File: src/hdl/msr_map.svh
// register offsets, field positions, reset values and bus constants
`ifndef MSR_MAP_SVH
`define MSR_MAP_SVH

// ======================================================
// serial port
`define MSR_DEV_ADDR 7'h52
`define MSR_BYTE_BITS 4'h8

// ======================================================
// register offsets
`define MSR_OFS_SPD_LO 8'h00
`define MSR_OFS_SPD_HI 8'h01
`define MSR_OFS_KEY 8'h02
`define MSR_OFS_NVC 8'h03
`define MSR_OFS_STAT 8'h10
`define MSR_OFS_RO_LAST 8'h1e
`define MSR_OFS_CFG_FIRST 8'h20
`define MSR_OFS_CFG_LAST 8'h2b

// ======================================================
// field positions
`define MSR_HI_TAKEOVER 7
`define MSR_HI_MSB 0
`define MSR_NVC_INHIBIT 7
`define MSR_NVC_CFG_WE 6
`define MSR_NVC_RELOAD 5
`define MSR_NVC_PROGRAM 4
`define MSR_ST_THERMAL 7
`define MSR_ST_LOW_POWER 6
`define MSR_ST_CURRENT 5
`define MSR_ST_ROTOR 4

// ======================================================
// values and masks
`define MSR_UNLOCK_KEY 8'hb6
`define MSR_NVC_MASK 8'hf0
`define MSR_RST_BYTE 8'h00

`endif

File: src/hdl/msr_pkg.sv
// types shared by the motor control and status register block
package msr_pkg;

  // ======================================================
  // serial engine states
  typedef enum logic [4:0] {
    MSR_S_IDLE = 5'h01,
    MSR_S_RX = 5'h02,
    MSR_S_ACK = 5'h04,
    MSR_S_TX = 5'h08,
    MSR_S_TXACK = 5'h10
  } msr_state_e_t;

  typedef enum logic [2:0] {
    MSR_PH_ADDR = 3'h1,
    MSR_PH_PTR = 3'h2,
    MSR_PH_DATA = 3'h4
  } msr_phase_e_t;

  // ======================================================
  // carriers
  typedef struct packed {
    logic thermal;
    logic low_power;
    logic current;
    logic rotor;
  } msr_status_t;

  typedef struct packed {
    logic stb;
    logic [7:0] addr;
    logic [7:0] data;
  } msr_wr_t;

  // ======================================================
  // module state
  typedef struct packed {
    logic flag;
  } msr_sticky_st_t;

  typedef struct packed {
    logic [7:0] key;
    logic prog;
  } msr_key_st_t;

  typedef struct packed {
    msr_state_e_t st;
    msr_phase_e_t phase;
    logic scl_p;
    logic sda_p;
    logic [3:0] cnt;
    logic [7:0] sh;
    logic rw;
    logic [7:0] ptr;
    logic sda_oe;
    logic [7:0] spd_lo;
    logic spd_msb;
    logic takeover;
    logic [8:0] spd_val;
    logic [7:0] nvc;
    logic reload;
    msr_wr_t cfg;
    logic [8:0] spd_out;
    logic lp_allow;
  } msr_main_st_t;

endpackage

File: src/hdl/msr_sticky.sv
// sticky event flag, set wins over clear
`timescale 1ns/10ps
`default_nettype none
module msr_sticky
  import msr_pkg::*;
(
  input wire logic ref_clk,
  input wire logic rst,
  input wire logic ce,
  input wire logic set,
  input wire logic clr,
  output logic q
);

  msr_sticky_st_t st_q;
  msr_sticky_st_t st_d;

  // ======================================================
  // next state
  always_comb begin
    st_d = st_q;
    if (clr) begin
      st_d.flag = 1'b0;
    end
    if (set) begin
      st_d.flag = 1'b1;
    end
  end

  always_ff @(posedge ref_clk or posedge rst) begin
    if (rst) begin
      st_q <= '0;
    end else if (ce) begin
      st_q <= st_d;
    end
  end

  assign q = st_q.flag;
endmodule
`default_nettype wire

File: src/hdl/msr_key_seq.sv
// unlock key register and non-volatile programming sequence
`include "msr_map.svh"
`timescale 1ns/10ps
`default_nettype none
module msr_key_seq
  import msr_pkg::*;
(
  input wire logic ref_clk,
  input wire logic rst,
  input wire logic ce,
  input wire msr_wr_t wr,
  output logic [7:0] key,
  output logic prog
);

  msr_key_st_t st_q;
  msr_key_st_t st_d;

  // ======================================================
  // next state
  always_comb begin
    st_d = st_q;
    st_d.prog = 1'b0;
    if (wr.stb) begin
      if (wr.addr == `MSR_OFS_KEY) begin
        st_d.key = wr.data;
      end else if (wr.addr == `MSR_OFS_NVC && wr.data[`MSR_NVC_PROGRAM] &&
                   st_q.key == `MSR_UNLOCK_KEY) begin
        st_d.prog = 1'b1;
        st_d.key = `MSR_RST_BYTE;
      end else begin
        st_d.key = `MSR_RST_BYTE;
      end
    end
  end

  always_ff @(posedge ref_clk or posedge rst) begin
    if (rst) begin
      st_q <= '0;
    end else if (ce) begin
      st_q <= st_d;
    end
  end

  assign key = st_q.key;
  assign prog = st_q.prog;
endmodule
`default_nettype wire

File: src/hdl/msr_regs.sv
// motor control and status registers behind a two-wire serial slave
// ======================================================
`include "msr_map.svh"
`timescale 1ns/10ps
`default_nettype none
module msr_regs
  import msr_pkg::*;
(
  input wire logic ref_clk,
  input wire logic rst,
  input wire logic ce,
  input wire logic scl_i,
  input wire logic sda_i,
  output logic sda_o,
  output logic sda_oe,
  input wire msr_status_t status_in,
  input wire logic [8:0] pin_speed,
  input wire logic low_power_request,
  output logic [8:0] speed_command_value,
  output logic host_speed_takeover,
  output logic low_power_inhibit,
  output logic low_power_allow,
  output logic config_write_enable,
  output msr_wr_t cfg_wr,
  output logic nonvolatile_reload,
  output logic nonvolatile_program
);

  msr_main_st_t st_q;
  msr_main_st_t st_d;
  msr_wr_t reg_wr;
  logic rd_ev;
  logic scl_rise;
  logic scl_fall;
  logic start_c;
  logic stop_c;
  logic [7:0] rd_byte;
  logic [7:0] key;
  logic current_flag;

  // ======================================================
  // read mux
  always_comb begin
    case (st_q.ptr)
      `MSR_OFS_SPD_LO: rd_byte = st_q.spd_lo;
      `MSR_OFS_SPD_HI: rd_byte = {st_q.takeover, 6'h00, st_q.spd_msb};
      `MSR_OFS_KEY: rd_byte = key;
      `MSR_OFS_NVC: rd_byte = st_q.nvc & `MSR_NVC_MASK;
      `MSR_OFS_STAT: rd_byte = {status_in.thermal, status_in.low_power,
                                current_flag, status_in.rotor, 4'h0};
      default: rd_byte = `MSR_RST_BYTE;
    endcase
  end

  assign scl_rise = scl_i && !st_q.scl_p;
  assign scl_fall = !scl_i && st_q.scl_p;
  assign start_c = scl_i && st_q.scl_p && st_q.sda_p && !sda_i;
  assign stop_c = scl_i && st_q.scl_p && !st_q.sda_p && sda_i;

  // ======================================================
  // serial engine and register writes
  always_comb begin
    st_d = st_q;
    st_d.scl_p = scl_i;
    st_d.sda_p = sda_i;
    st_d.reload = 1'b0;
    st_d.cfg.stb = 1'b0;
    reg_wr = '0;
    rd_ev = 1'b0;
    if (start_c) begin
      st_d.st = MSR_S_RX;
      st_d.phase = MSR_PH_ADDR;
      st_d.cnt = 4'h0;
      st_d.rw = 1'b0;
      st_d.sda_oe = 1'b0;
    end else if (stop_c) begin
      st_d.st = MSR_S_IDLE;
      st_d.sda_oe = 1'b0;
    end else begin
      case (st_q.st)
        MSR_S_IDLE: begin
          st_d.sda_oe = 1'b0;
        end
        MSR_S_RX: begin
          if (scl_rise && st_q.cnt != `MSR_BYTE_BITS) begin
            st_d.sh = {st_q.sh[6:0], sda_i};
            st_d.cnt = st_q.cnt + 4'h1;
          end else if (scl_fall && st_q.cnt == `MSR_BYTE_BITS) begin
            st_d.cnt = 4'h0;
            st_d.st = MSR_S_ACK;
            st_d.sda_oe = 1'b1;
            case (st_q.phase)
              MSR_PH_ADDR: begin
                if (st_q.sh[7:1] == `MSR_DEV_ADDR) begin
                  st_d.rw = st_q.sh[0];
                  st_d.phase = MSR_PH_PTR;
                end else begin
                  st_d.st = MSR_S_IDLE;
                  st_d.sda_oe = 1'b0;
                end
              end
              MSR_PH_PTR: begin
                st_d.ptr = st_q.sh;
                st_d.phase = MSR_PH_DATA;
              end
              default: begin
                reg_wr.stb = 1'b1;
                reg_wr.addr = st_q.ptr;
                reg_wr.data = st_q.sh;
                st_d.ptr = st_q.ptr + 8'h01;
              end
            endcase
          end
        end
        MSR_S_ACK: begin
          if (scl_fall) begin
            if (st_q.rw) begin
              rd_ev = 1'b1;
              st_d.sh = rd_byte;
              st_d.sda_oe = !rd_byte[7];
              st_d.ptr = st_q.ptr + 8'h01;
              st_d.cnt = 4'h0;
              st_d.st = MSR_S_TX;
            end else begin
              st_d.sda_oe = 1'b0;
              st_d.st = MSR_S_RX;
            end
          end
        end
        MSR_S_TX: begin
          if (scl_rise) begin
            st_d.cnt = st_q.cnt + 4'h1;
          end else if (scl_fall) begin
            if (st_q.cnt == `MSR_BYTE_BITS) begin
              st_d.sda_oe = 1'b0;
              st_d.cnt = 4'h0;
              st_d.st = MSR_S_TXACK;
            end else begin
              st_d.sh = {st_q.sh[6:0], 1'b0};
              st_d.sda_oe = !st_q.sh[6];
            end
          end
        end
        MSR_S_TXACK: begin
          if (scl_rise) begin
            st_d.st = sda_i ? MSR_S_IDLE : MSR_S_ACK;
          end
        end
        default: begin
          st_d.st = MSR_S_IDLE;
          st_d.sda_oe = 1'b0;
        end
      endcase
    end

    // register effects; 0x10..0x1e and unmapped offsets take no write
    if (reg_wr.stb) begin
      case (reg_wr.addr)
        `MSR_OFS_SPD_LO: begin
          st_d.spd_lo = reg_wr.data;
          st_d.spd_val = {st_q.spd_msb, reg_wr.data};
        end
        `MSR_OFS_SPD_HI: begin
          st_d.spd_msb = reg_wr.data[`MSR_HI_MSB];
          st_d.takeover = reg_wr.data[`MSR_HI_TAKEOVER];
        end
        `MSR_OFS_NVC: begin
          st_d.nvc = reg_wr.data & `MSR_NVC_MASK;
          st_d.reload = reg_wr.data[`MSR_NVC_RELOAD];
        end
        default: begin
          if (reg_wr.addr >= `MSR_OFS_CFG_FIRST && reg_wr.addr <= `MSR_OFS_CFG_LAST &&
              st_q.nvc[`MSR_NVC_CFG_WE]) begin
            st_d.cfg = reg_wr;
          end
        end
      endcase
    end
    st_d.spd_out = st_q.takeover ? st_q.spd_val : pin_speed;
    st_d.lp_allow = low_power_request && !st_q.nvc[`MSR_NVC_INHIBIT];
  end

  always_ff @(posedge ref_clk or posedge rst) begin
    if (rst) begin
      st_q <= '0;
      st_q.st <= MSR_S_IDLE;
      st_q.phase <= MSR_PH_ADDR;
      st_q.scl_p <= 1'b1;
      st_q.sda_p <= 1'b1;
    end else if (ce) begin
      st_q <= st_d;
    end
  end

  // ======================================================
  // sub-blocks
  msr_sticky u_current (
    .ref_clk(ref_clk),
    .rst(rst),
    .ce(ce),
    .set(status_in.current),
    .clr(rd_ev && st_q.ptr == `MSR_OFS_STAT),
    .q(current_flag)
  );

  msr_key_seq u_key (
    .ref_clk(ref_clk),
    .rst(rst),
    .ce(ce),
    .wr(reg_wr),
    .key(key),
    .prog(nonvolatile_program)
  );

  // ======================================================
  // outputs
  assign sda_o = 1'b0;
  assign sda_oe = st_q.sda_oe;
  assign speed_command_value = st_q.spd_out;
  assign host_speed_takeover = st_q.takeover;
  assign low_power_inhibit = st_q.nvc[`MSR_NVC_INHIBIT];
  assign low_power_allow = st_q.lp_allow;
  assign config_write_enable = st_q.nvc[`MSR_NVC_CFG_WE];
  assign cfg_wr = st_q.cfg;
  assign nonvolatile_reload = st_q.reload;
endmodule
`default_nettype wire

File: config.mk
export PLATFORM = sky130hd
export DESIGN_NAME = msr_regs
export DESIGN_NICKNAME = d
export VERILOG_FILES = /design/src/hdl/msr_pkg.sv /design/src/hdl/msr_sticky.sv /design/src/hdl/msr_key_seq.sv /design/src/hdl/msr_regs.sv
export VERILOG_INCLUDE_DIRS = /design/src /design/src/hdl
export SDC_FILE = /design/constraint.sdc
export NUM_CORES = 1
export LEC_CHECK = 0
export BUFFER_PORTS_ARGS = -buffer_cell sky130_fd_sc_hd__buf_2
export CORE_MARGIN = 5
export CORE_UTILIZATION = 55
export CTS_BUF_LIST = sky130_fd_sc_hd__clkbuf_4 sky130_fd_sc_hd__clkbuf_8
export CTS_CLUSTER_SIZE = 8
export DETAILED_ROUTE_END_ITERATION = 10
export PLACE_DENSITY = 0.75
export SLEW_MARGIN = 20
export SYNTH_ARGS = -nofsm -noshare
export SYNTH_HDL_FRONTEND = slang
export SYNTH_HIERARCHICAL = 1
export SYNTH_SLANG_ARGS = --single-unit
File: constraint.sdc
create_clock -name ref_clk -period 2.3 [get_ports ref_clk]
set_input_delay 0.575 -clock ref_clk [delete_from_list [all_inputs] [get_ports ref_clk]]
set_output_delay 0.575 -clock ref_clk [all_outputs]
set_load 0.05 [all_outputs]
==> impl_metrics.py, run 1 <==
metrics = {
    "run_status": {
        "run_status": "completed",
    },
    "timing": {
        "finalHoldViolCount": 0,
        "setup_viol": 0,
        "max_slew_margin_pct": 54.74,
        "tightest_slew_ns": 0.6789,
        "timing.fmax_ghz": 0.4366,
        "timing.final.crit_period_ns": 2.290,
        "slew_violations": 0,
        "layout_setup_ws_ns": 0.009656,
        "clock_skew_ns": 0.01745,
        "min_period_over_period_pct": 99.58,
        "rsz0062_at_grt": "true",
    },
    "global_route": {
        "grt_pass1_wl_um": 21380,
        "antenna_found_initial": 0,
        "grt_start_max_net_pins": 36,
        "gr-usage-all-layers_pct": 24.11,
        "grt_overflow": 0,
        "grt_pass1_vias": 4142,
    },
    "logic_synthesis": {
        "ys.warnings.count": 6,
        "synthDistinctLibCells": 69,
        "ys_ff_latch": 85,
        "yosys.area.top_type": "dfrtp_1",
        "synth.area.top_cells": "dfrtp_1, mux2_2, buf_4",
        "ys_async_sr_fraction_pct": 100.0,
        "synth_nets": 549,
        "seq_area_frac_synth_pct": 41.97,
        "synthFlopType": "dfrtp_1",
        "syn_area_mm2": 0.005080,
        "syn_avg_cell_area_um2": 9.750,
        "synth_top_area_share_pct": 39.90,
        "synth_edf_count": 0,
        "synth_cells": 521,
    },
    "setup_path": {
        "reg2reg_depth": 7,
        "worstPathRequired_ns": 2.58,
        "cp_slowest_cell": "or4b_4",
        "crit_path_start_kind": "register",
        "path_cells": "or4b_4 -> nor3_4 -> o211a_4 -> buf_6 -> and2_4 -> nand4b_1 -> o32ai_2",
        "arrival_ns": 2.57,
        "r2r_slack_ns": 0.01,
        "reg2reg_to": "u_key/prog$_DFFE_PP0P_",
        "critical_path_class": "reg2reg",
        "endpoint_kind": "register",
        "setup.worst_path.end": "u_key/prog$_DFFE_PP0P_",
        "reg2reg_from": "st_q[86]$_DFFE_PP0P_",
        "critPathLaunch": "st_q[86]$_DFFE_PP0P_",
        "cpPeakStageDelay_ns": 0.56,
        "cp_max_fo": 9,
    },
    "routing": {
        "route.detailed.drc": 0,
        "totalWireLength_um": 13540,
        "ant_nets": 0,
        "via_count": 4284,
        "drtIter0Drc": 579,
        "dr.pass1.iters": 7,
        "wire_per_inst_um": 19.01,
        "viasPerCell": 6.017,
    },
    "layout": {
        "layout.nets": 624,
        "insertedDiodeCount": 0,
        "fin_util_pct": 65.33,
        "multiInputGateArea_mm2": 0.002618,
        "layout_commonest_cell": "dfrtp_1",
        "most-common-layout-cells": "dfrtp_1, buf_4, buf_2, nand2_1, nor2_1",
        "final_layout_size_suffix_gt1_share_pct": 33.94,
        "fillerInstances": 759,
        "areaGrowthSynthToFinish_pct": 17.14,
        "seq_area_mm2": 0.002132,
    },
    "min_path": {
        "hp-class": "in2async",
    },
    "placed_design": {
        "globalplace.congestion": 0.9734,
        "dp_hpwl_um": 10150,
        "io_buffers": 51,
        "pre_cts_ws_ns": -0.2345,
    },
    "clock_network": {
        "cts_max_path_buffers": 2,
        "cts_made_buffers": 9,
        "clock_latency_ns": 0.37,
        "tritoncts": "yes",
        "cts_sinks": 85,
        "clkTransAtPathRegs_ns": 0.10,
        "cts-root-buf": "clkbuf_8",
        "htree_levels": 3,
    },
    "floorplanning": {
        "die_h_um": 106.1,
        "core_area_mm2": 0.009109,
        "dieArea_mm2": 0.01126,
        "start_util_pct": 55.77,
        "rows": 35,
        "io_pins": 53,
        "die_x_um": 106.1,
    },
    "power": {
        "internal-power_uw": 2545,
        "p_switching_uw": 1291,
        "p_leak_uw": 0.002783,
        "pwr-share-comb_pct": 26.2,
        "p_per_area_mw_per_mm2": 644.6,
        "ir_drop_uv": 439.9,
        "clock_power_share_pct": 29.4,
        "pwr-share-seq_pct": 44.4,
        "switching_share_pct": 33.64,
    },
    "job": {
        "max_cap_violations": 0,
    },
}
[registers in the layout, indices dropped and copies added, names as in the netlist]
name / count
st_q: 43
cfg_wr: 17
speed_command_value: 9
u_key/key: 8
config_write_enable: 1
host_speed_takeover: 1
low_power_allow: 1
low_power_inhibit: 1
nonvolatile_reload: 1
sda_oe: 1
u_current/q: 1
u_key/prog: 1
[synthesized netlist by cell type, drive strengths merged (8+ instances only)]
| master | instances |
|---|---|
| dfrtp | 81 |
| and2 | 26 |
| mux2i | 12 |
| nand3 | 10 |
| o21ai | 29 |
| o21a | 8 |
| clkbuf | 13 |
| nor2 | 39 |
| o22a | 8 |
| mux2 | 42 |
| ha | 9 |
| nand2 | 45 |
| nor3 | 13 |
| inv | 19 |
| a21oi | 24 |
| buf | 39 |
[worst max-delay path, delay by kind of cell, from the launching register on]
family	cells	cell delay [ns]
compound gates	2	0.54
simple gates	4	1.14
flops	1	0.39
buf+inv	1	0.14
[layer usage]
metal	up-vias	GRT usage, %	wire length [um]
met5	-	0	0
met3	42	6.011	1146
met2	213	37.78	6135
li1	1986	-	-
met1	2043	33.24	5895
met4	0	6.846	357
[power by group through the flow]
stage	combinational (uW)	clock [uW]	sequential, uW
floorplan	631	0	1700
global placement	917	0	1730
detailed placement	931	0	1730
CTS	948	1140	1700
global route	1090	1210	1720
finish	1000	1130	1700
[through the flow]
stage	area [um2]	hold slack (ns)	power (uW)	TNS, ns	std cells
5_1_grt	5951	0.07414	4019	-0.04419	712
4_1_cts	5874	0.08841	3789	-0.03505	709
3_5_place_dp	5652	0.4471	2659	-5.463	693
6_report	5951	0.09374	3836	0	712
3_3_place_gp	5652	0.4488	2643	-3.405	693
2_1_floorplan	5085	0.3037	2331	0	521
[cell type report]
type | instances | share of cell area (%)
Clock inverter | 7 | 1.388
Sequential cell | 85 | 35.83
Clock buffer | 9 | 2.082
Inverter | 19 | 1.262
Timing Repair Buffer | 115 | 13.12
Multi-Input combinational cell | 366 | 43.99
Tap cell | 111 | 2.334
[kinds of logic (layout without fill, tap and decap cells)]
group           Yosys count  after routing  synth area share, %
xor+xnor                  4              4               0.6898
mux                      54             54                12.04
simple gates            183            183                20.22
fa+ha+maj                 9              9                2.217
flops                    85             85                41.97
buf+inv                  71            150                7.882
compound gates          114            115                14.90
other cells               1              1              0.07382
[worst min-delay path by stage]
| stage | endpoint | slack (ns) | cells after the start |
|---|---|---|---|
| 6_report | u_current/q$_DFFE_PP0P_ | 0.09 | 2 |
| 5_1_grt | u_current/q$_DFFE_PP0P_ | 0.07 | 2 |
| 4_1_cts | u_current/q$_DFFE_PP0P_ | 0.09 | 2 |
| 3_5_place_dp | cfg_wr[13]$_DFFE_PP0P_ | 0.45 | 1 |
| 3_3_place_gp | cfg_wr[13]$_DFFE_PP0P_ | 0.45 | 1 |
| 2_1_floorplan | u_current/q$_DFFE_PP0P_ | 0.30 | 1 |
[what timing repair did]
item                       CTS  global route
resized for setup            4            20
cloned                       0             1
pin swaps                    0             5
buffers inserted             0             2
setup endpoints to repair   16            27
hold buffers                 0             0
Note: power is estimated with default switching activity, not from simulation.
==> inputs of run 2 (changes only) <==
- CORE_UTILIZATION: 55 -> 35
- PLACE_DENSITY: 0.75 -> 0.51
==> impl_metrics.py, run 2 (synthesized netlist as in run 1, its figures left out) <==
metrics = {
    "timing": {
        "timing.final.crit_period_ns": 2.226,
        "min_period_over_period_pct": 96.78,
        "layout_setup_ws_ns": 0.07411,
        "setup_tns_ns": 0,
        "tightest_slew_ns": 0.6035,
        "timing.fmax_ghz": 0.4493,
        "setup_viol": 0,
        "finalHoldViolCount": 0,
        "slew_violations": 0,
        "rsz0062_at_grt": "true",
        "max_slew_margin_pct": 59.77,
        "clock_skew_ns": 0.01373,
    },
    "clock_network": {
        "htree_levels": 3,
        "cts_made_buffers": 9,
        "cts_sinks": 85,
        "tritoncts": "yes",
        "clkTransAtPathRegs_ns": 0.09,
        "cts_max_path_buffers": 2,
        "clock_latency_ns": 0.38,
        "cts-root-buf": "clkbuf_8",
        "cts_hold_buffers": 0,
    },
    "routing": {
        "drtIter0Drc": 272,
        "met1_length_um": 7018,
        "via_count": 4235,
        "met2_length_um": 6380,
        "wire_per_inst_um": 18.19,
        "totalWireLength_um": 14480,
        "viasPerCell": 5.320,
        "ant_nets": 0,
        "wl_met3_um": 716,
        "top_layer": "met4",
        "dr.pass1.iters": 5,
        "route.detailed.drc": 0,
    },
    "layout": {
        "final_layout_size_suffix_gt1_share_pct": 37.15,
        "largest_reg_flops": 43,
        "fillerInstances": 1419,
        "layout_commonest_cell": "dfrtp_1",
        "layout.nets": 634,
        "most-common-layout-cells": "dfrtp_1, buf_4, buf_2, nand2_1, nor2_1",
        "design_area_mm2": 0.006182,
        "regMostFlops": "st_q",
        "areaGrowthSynthToFinish_pct": 21.70,
    },
    "floorplanning": {
        "die_x_um": 130.5,
        "die_h_um": 130.5,
        "start_util_pct": 35.35,
        "rows": 44,
        "dieArea_mm2": 0.01702,
        "core_area_mm2": 0.01437,
        "io_pins": 53,
    },
    "global_route": {
        "gr-usage-all-layers_pct": 17.43,
        "grt_overflow": 0,
        "grt_start_max_net_pins": 40,
        "antenna_found_initial": 1,
        "grt_pass1_vias": 4132,
        "grt_pass1_wl_um": 22810,
    },
    "power": {
        "p_switching_uw": 1347,
        "ir_drop_uv": 233.5,
        "internal-power_uw": 2640,
        "p_leak_uw": 0.002851,
        "pwr-share-seq_pct": 42.4,
        "p_per_area_mw_per_mm2": 644.9,
        "switching_share_pct": 33.79,
        "pwr-share-comb_pct": 28.3,
        "clock_power_share_pct": 29.3,
    },
    "run_status": {
        "run_status": "completed",
    },
    "placed_design": {
        "dp_hpwl_um": 10890,
        "place_area_mm2": 0.005781,
        "globalplace.congestion": 0.8983,
        "pre_cts_ws_ns": -0.3260,
        "io_buffers": 51,
    },
    "setup_path": {
        "reg2reg_depth": 8,
        "worstPathRequired_ns": 2.61,
        "endpoint_kind": "register",
        "cp_max_fo": 8,
        "crit_path_start_kind": "register",
        "arrival_ns": 2.53,
        "critical_path_class": "reg2reg",
    },
    "job": {
        "max_cap_violations": 0,
    },
    "min_path": {
        "hp-class": "in2async",
    },
}
run 2: cell count changes in the layout (fill, tap and decap cells not counted), moves of 3 or more:
| cell | before | now |
|---|---|---|
| and2_1 | 25 | 20 |
| o21ai_2 | 0 | 7 |
| o21ai_1 | 7 | 3 |
| o21ai_0 | 22 | 19 |
| and2_4 | 1 | 6 |
| buf_4 | 59 | 69 |
run 2: layout make-up:
type | count | area, um2 | share of cell area (%)
flip-flops and latches | 85 | 2135 | 34.53
inverters | 19 | 75.07 | 1.214
multi-input cells | 365 | 2653 | 42.91
repair buffers | 126 | 875.8 | 14.17
diodes | 1 | 2.502 | 0.04048
clock buffers | 9 | 123.9 | 2.004
well taps | 184 | 230.2 | 3.724
clock inverters | 7 | 87.58 | 1.417
run 2: metrics by stage:
| step | total power, uW | util (%) | hold slack, ns | instances |
|---|---|---|---|---|
| global placement | 2741 | 40.23 | 0.4443 | 771 |
| finish | 3987 | 43.03 | 0.07110 | 796 |
| floorplan | 2331 | - | 0.3037 | 521 |
| detailed placement | 2747 | 40.23 | 0.4647 | 771 |
| global route | 4171 | 43.03 | 0.06865 | 796 |
| CTS | 3961 | 42.11 | 0.05539 | 790 |
run 2: what timing repair did:
item / in CTS / in global routing
resized for setup: 13 / 28
pin swaps: 5 / 19
hold endpoints to repair: 0 / 0
cloned: 0 / 1
buffers inserted: 3 / 4
setup endpoints to repair: 38 / 38
run 2: final timing paths:
path | endpoint | from | slack [ns]
worst max-delay path | u_key/key[3]$_DFFE_PP0P_ | st_q[78]$_DFFE_PP1P_ | 0.07
worst min-delay path | u_current/q$_DFFE_PP0P_ | rst | 0.07
worst max register to register | u_key/key[3]$_DFFE_PP0P_ | st_q[78]$_DFFE_PP1P_ | 0.07
worst min register to register | cfg_wr[13]$_DFFE_PP0P_ | cfg_wr[13]$_DFFE_PP0P_ | 0.48
max in group asynchronous | st_q[79]$_DFFE_PP1P_ | rst | 1.39
min in group ref_clk | low_power_allow$_DFFE_PP0P_ | low_power_request | 0.43
run 2: routing by layer:
metal  GRT usage, %  up-vias
li1               -     2005
met1          25.29     2105
met2          25.89      102
met3          2.602       23
met4          7.441        0
met5              0        -
run 2: worst max-delay path, cell delays in order, from the launching register on:
cell and delay [ns]:
dfstp_2 0.57, ha_2 0.19, nand2_1 0.10, o211a_4 0.20
buf_12 0.14, and2_4 0.16, nor4_4 0.37, nand4b_4 0.25
o21ai_1 0.18
run 2: power groups by stage:
stage / clock network, uW / registers, uW / logic, uW
finish: 1170 / 1690 / 1130
global route: 1250 / 1700 / 1220
CTS: 1200 / 1690 / 1070
detailed placement: 0 / 1720 / 1030
global placement: 0 / 1720 / 1020
floorplan: 0 / 1700 / 631
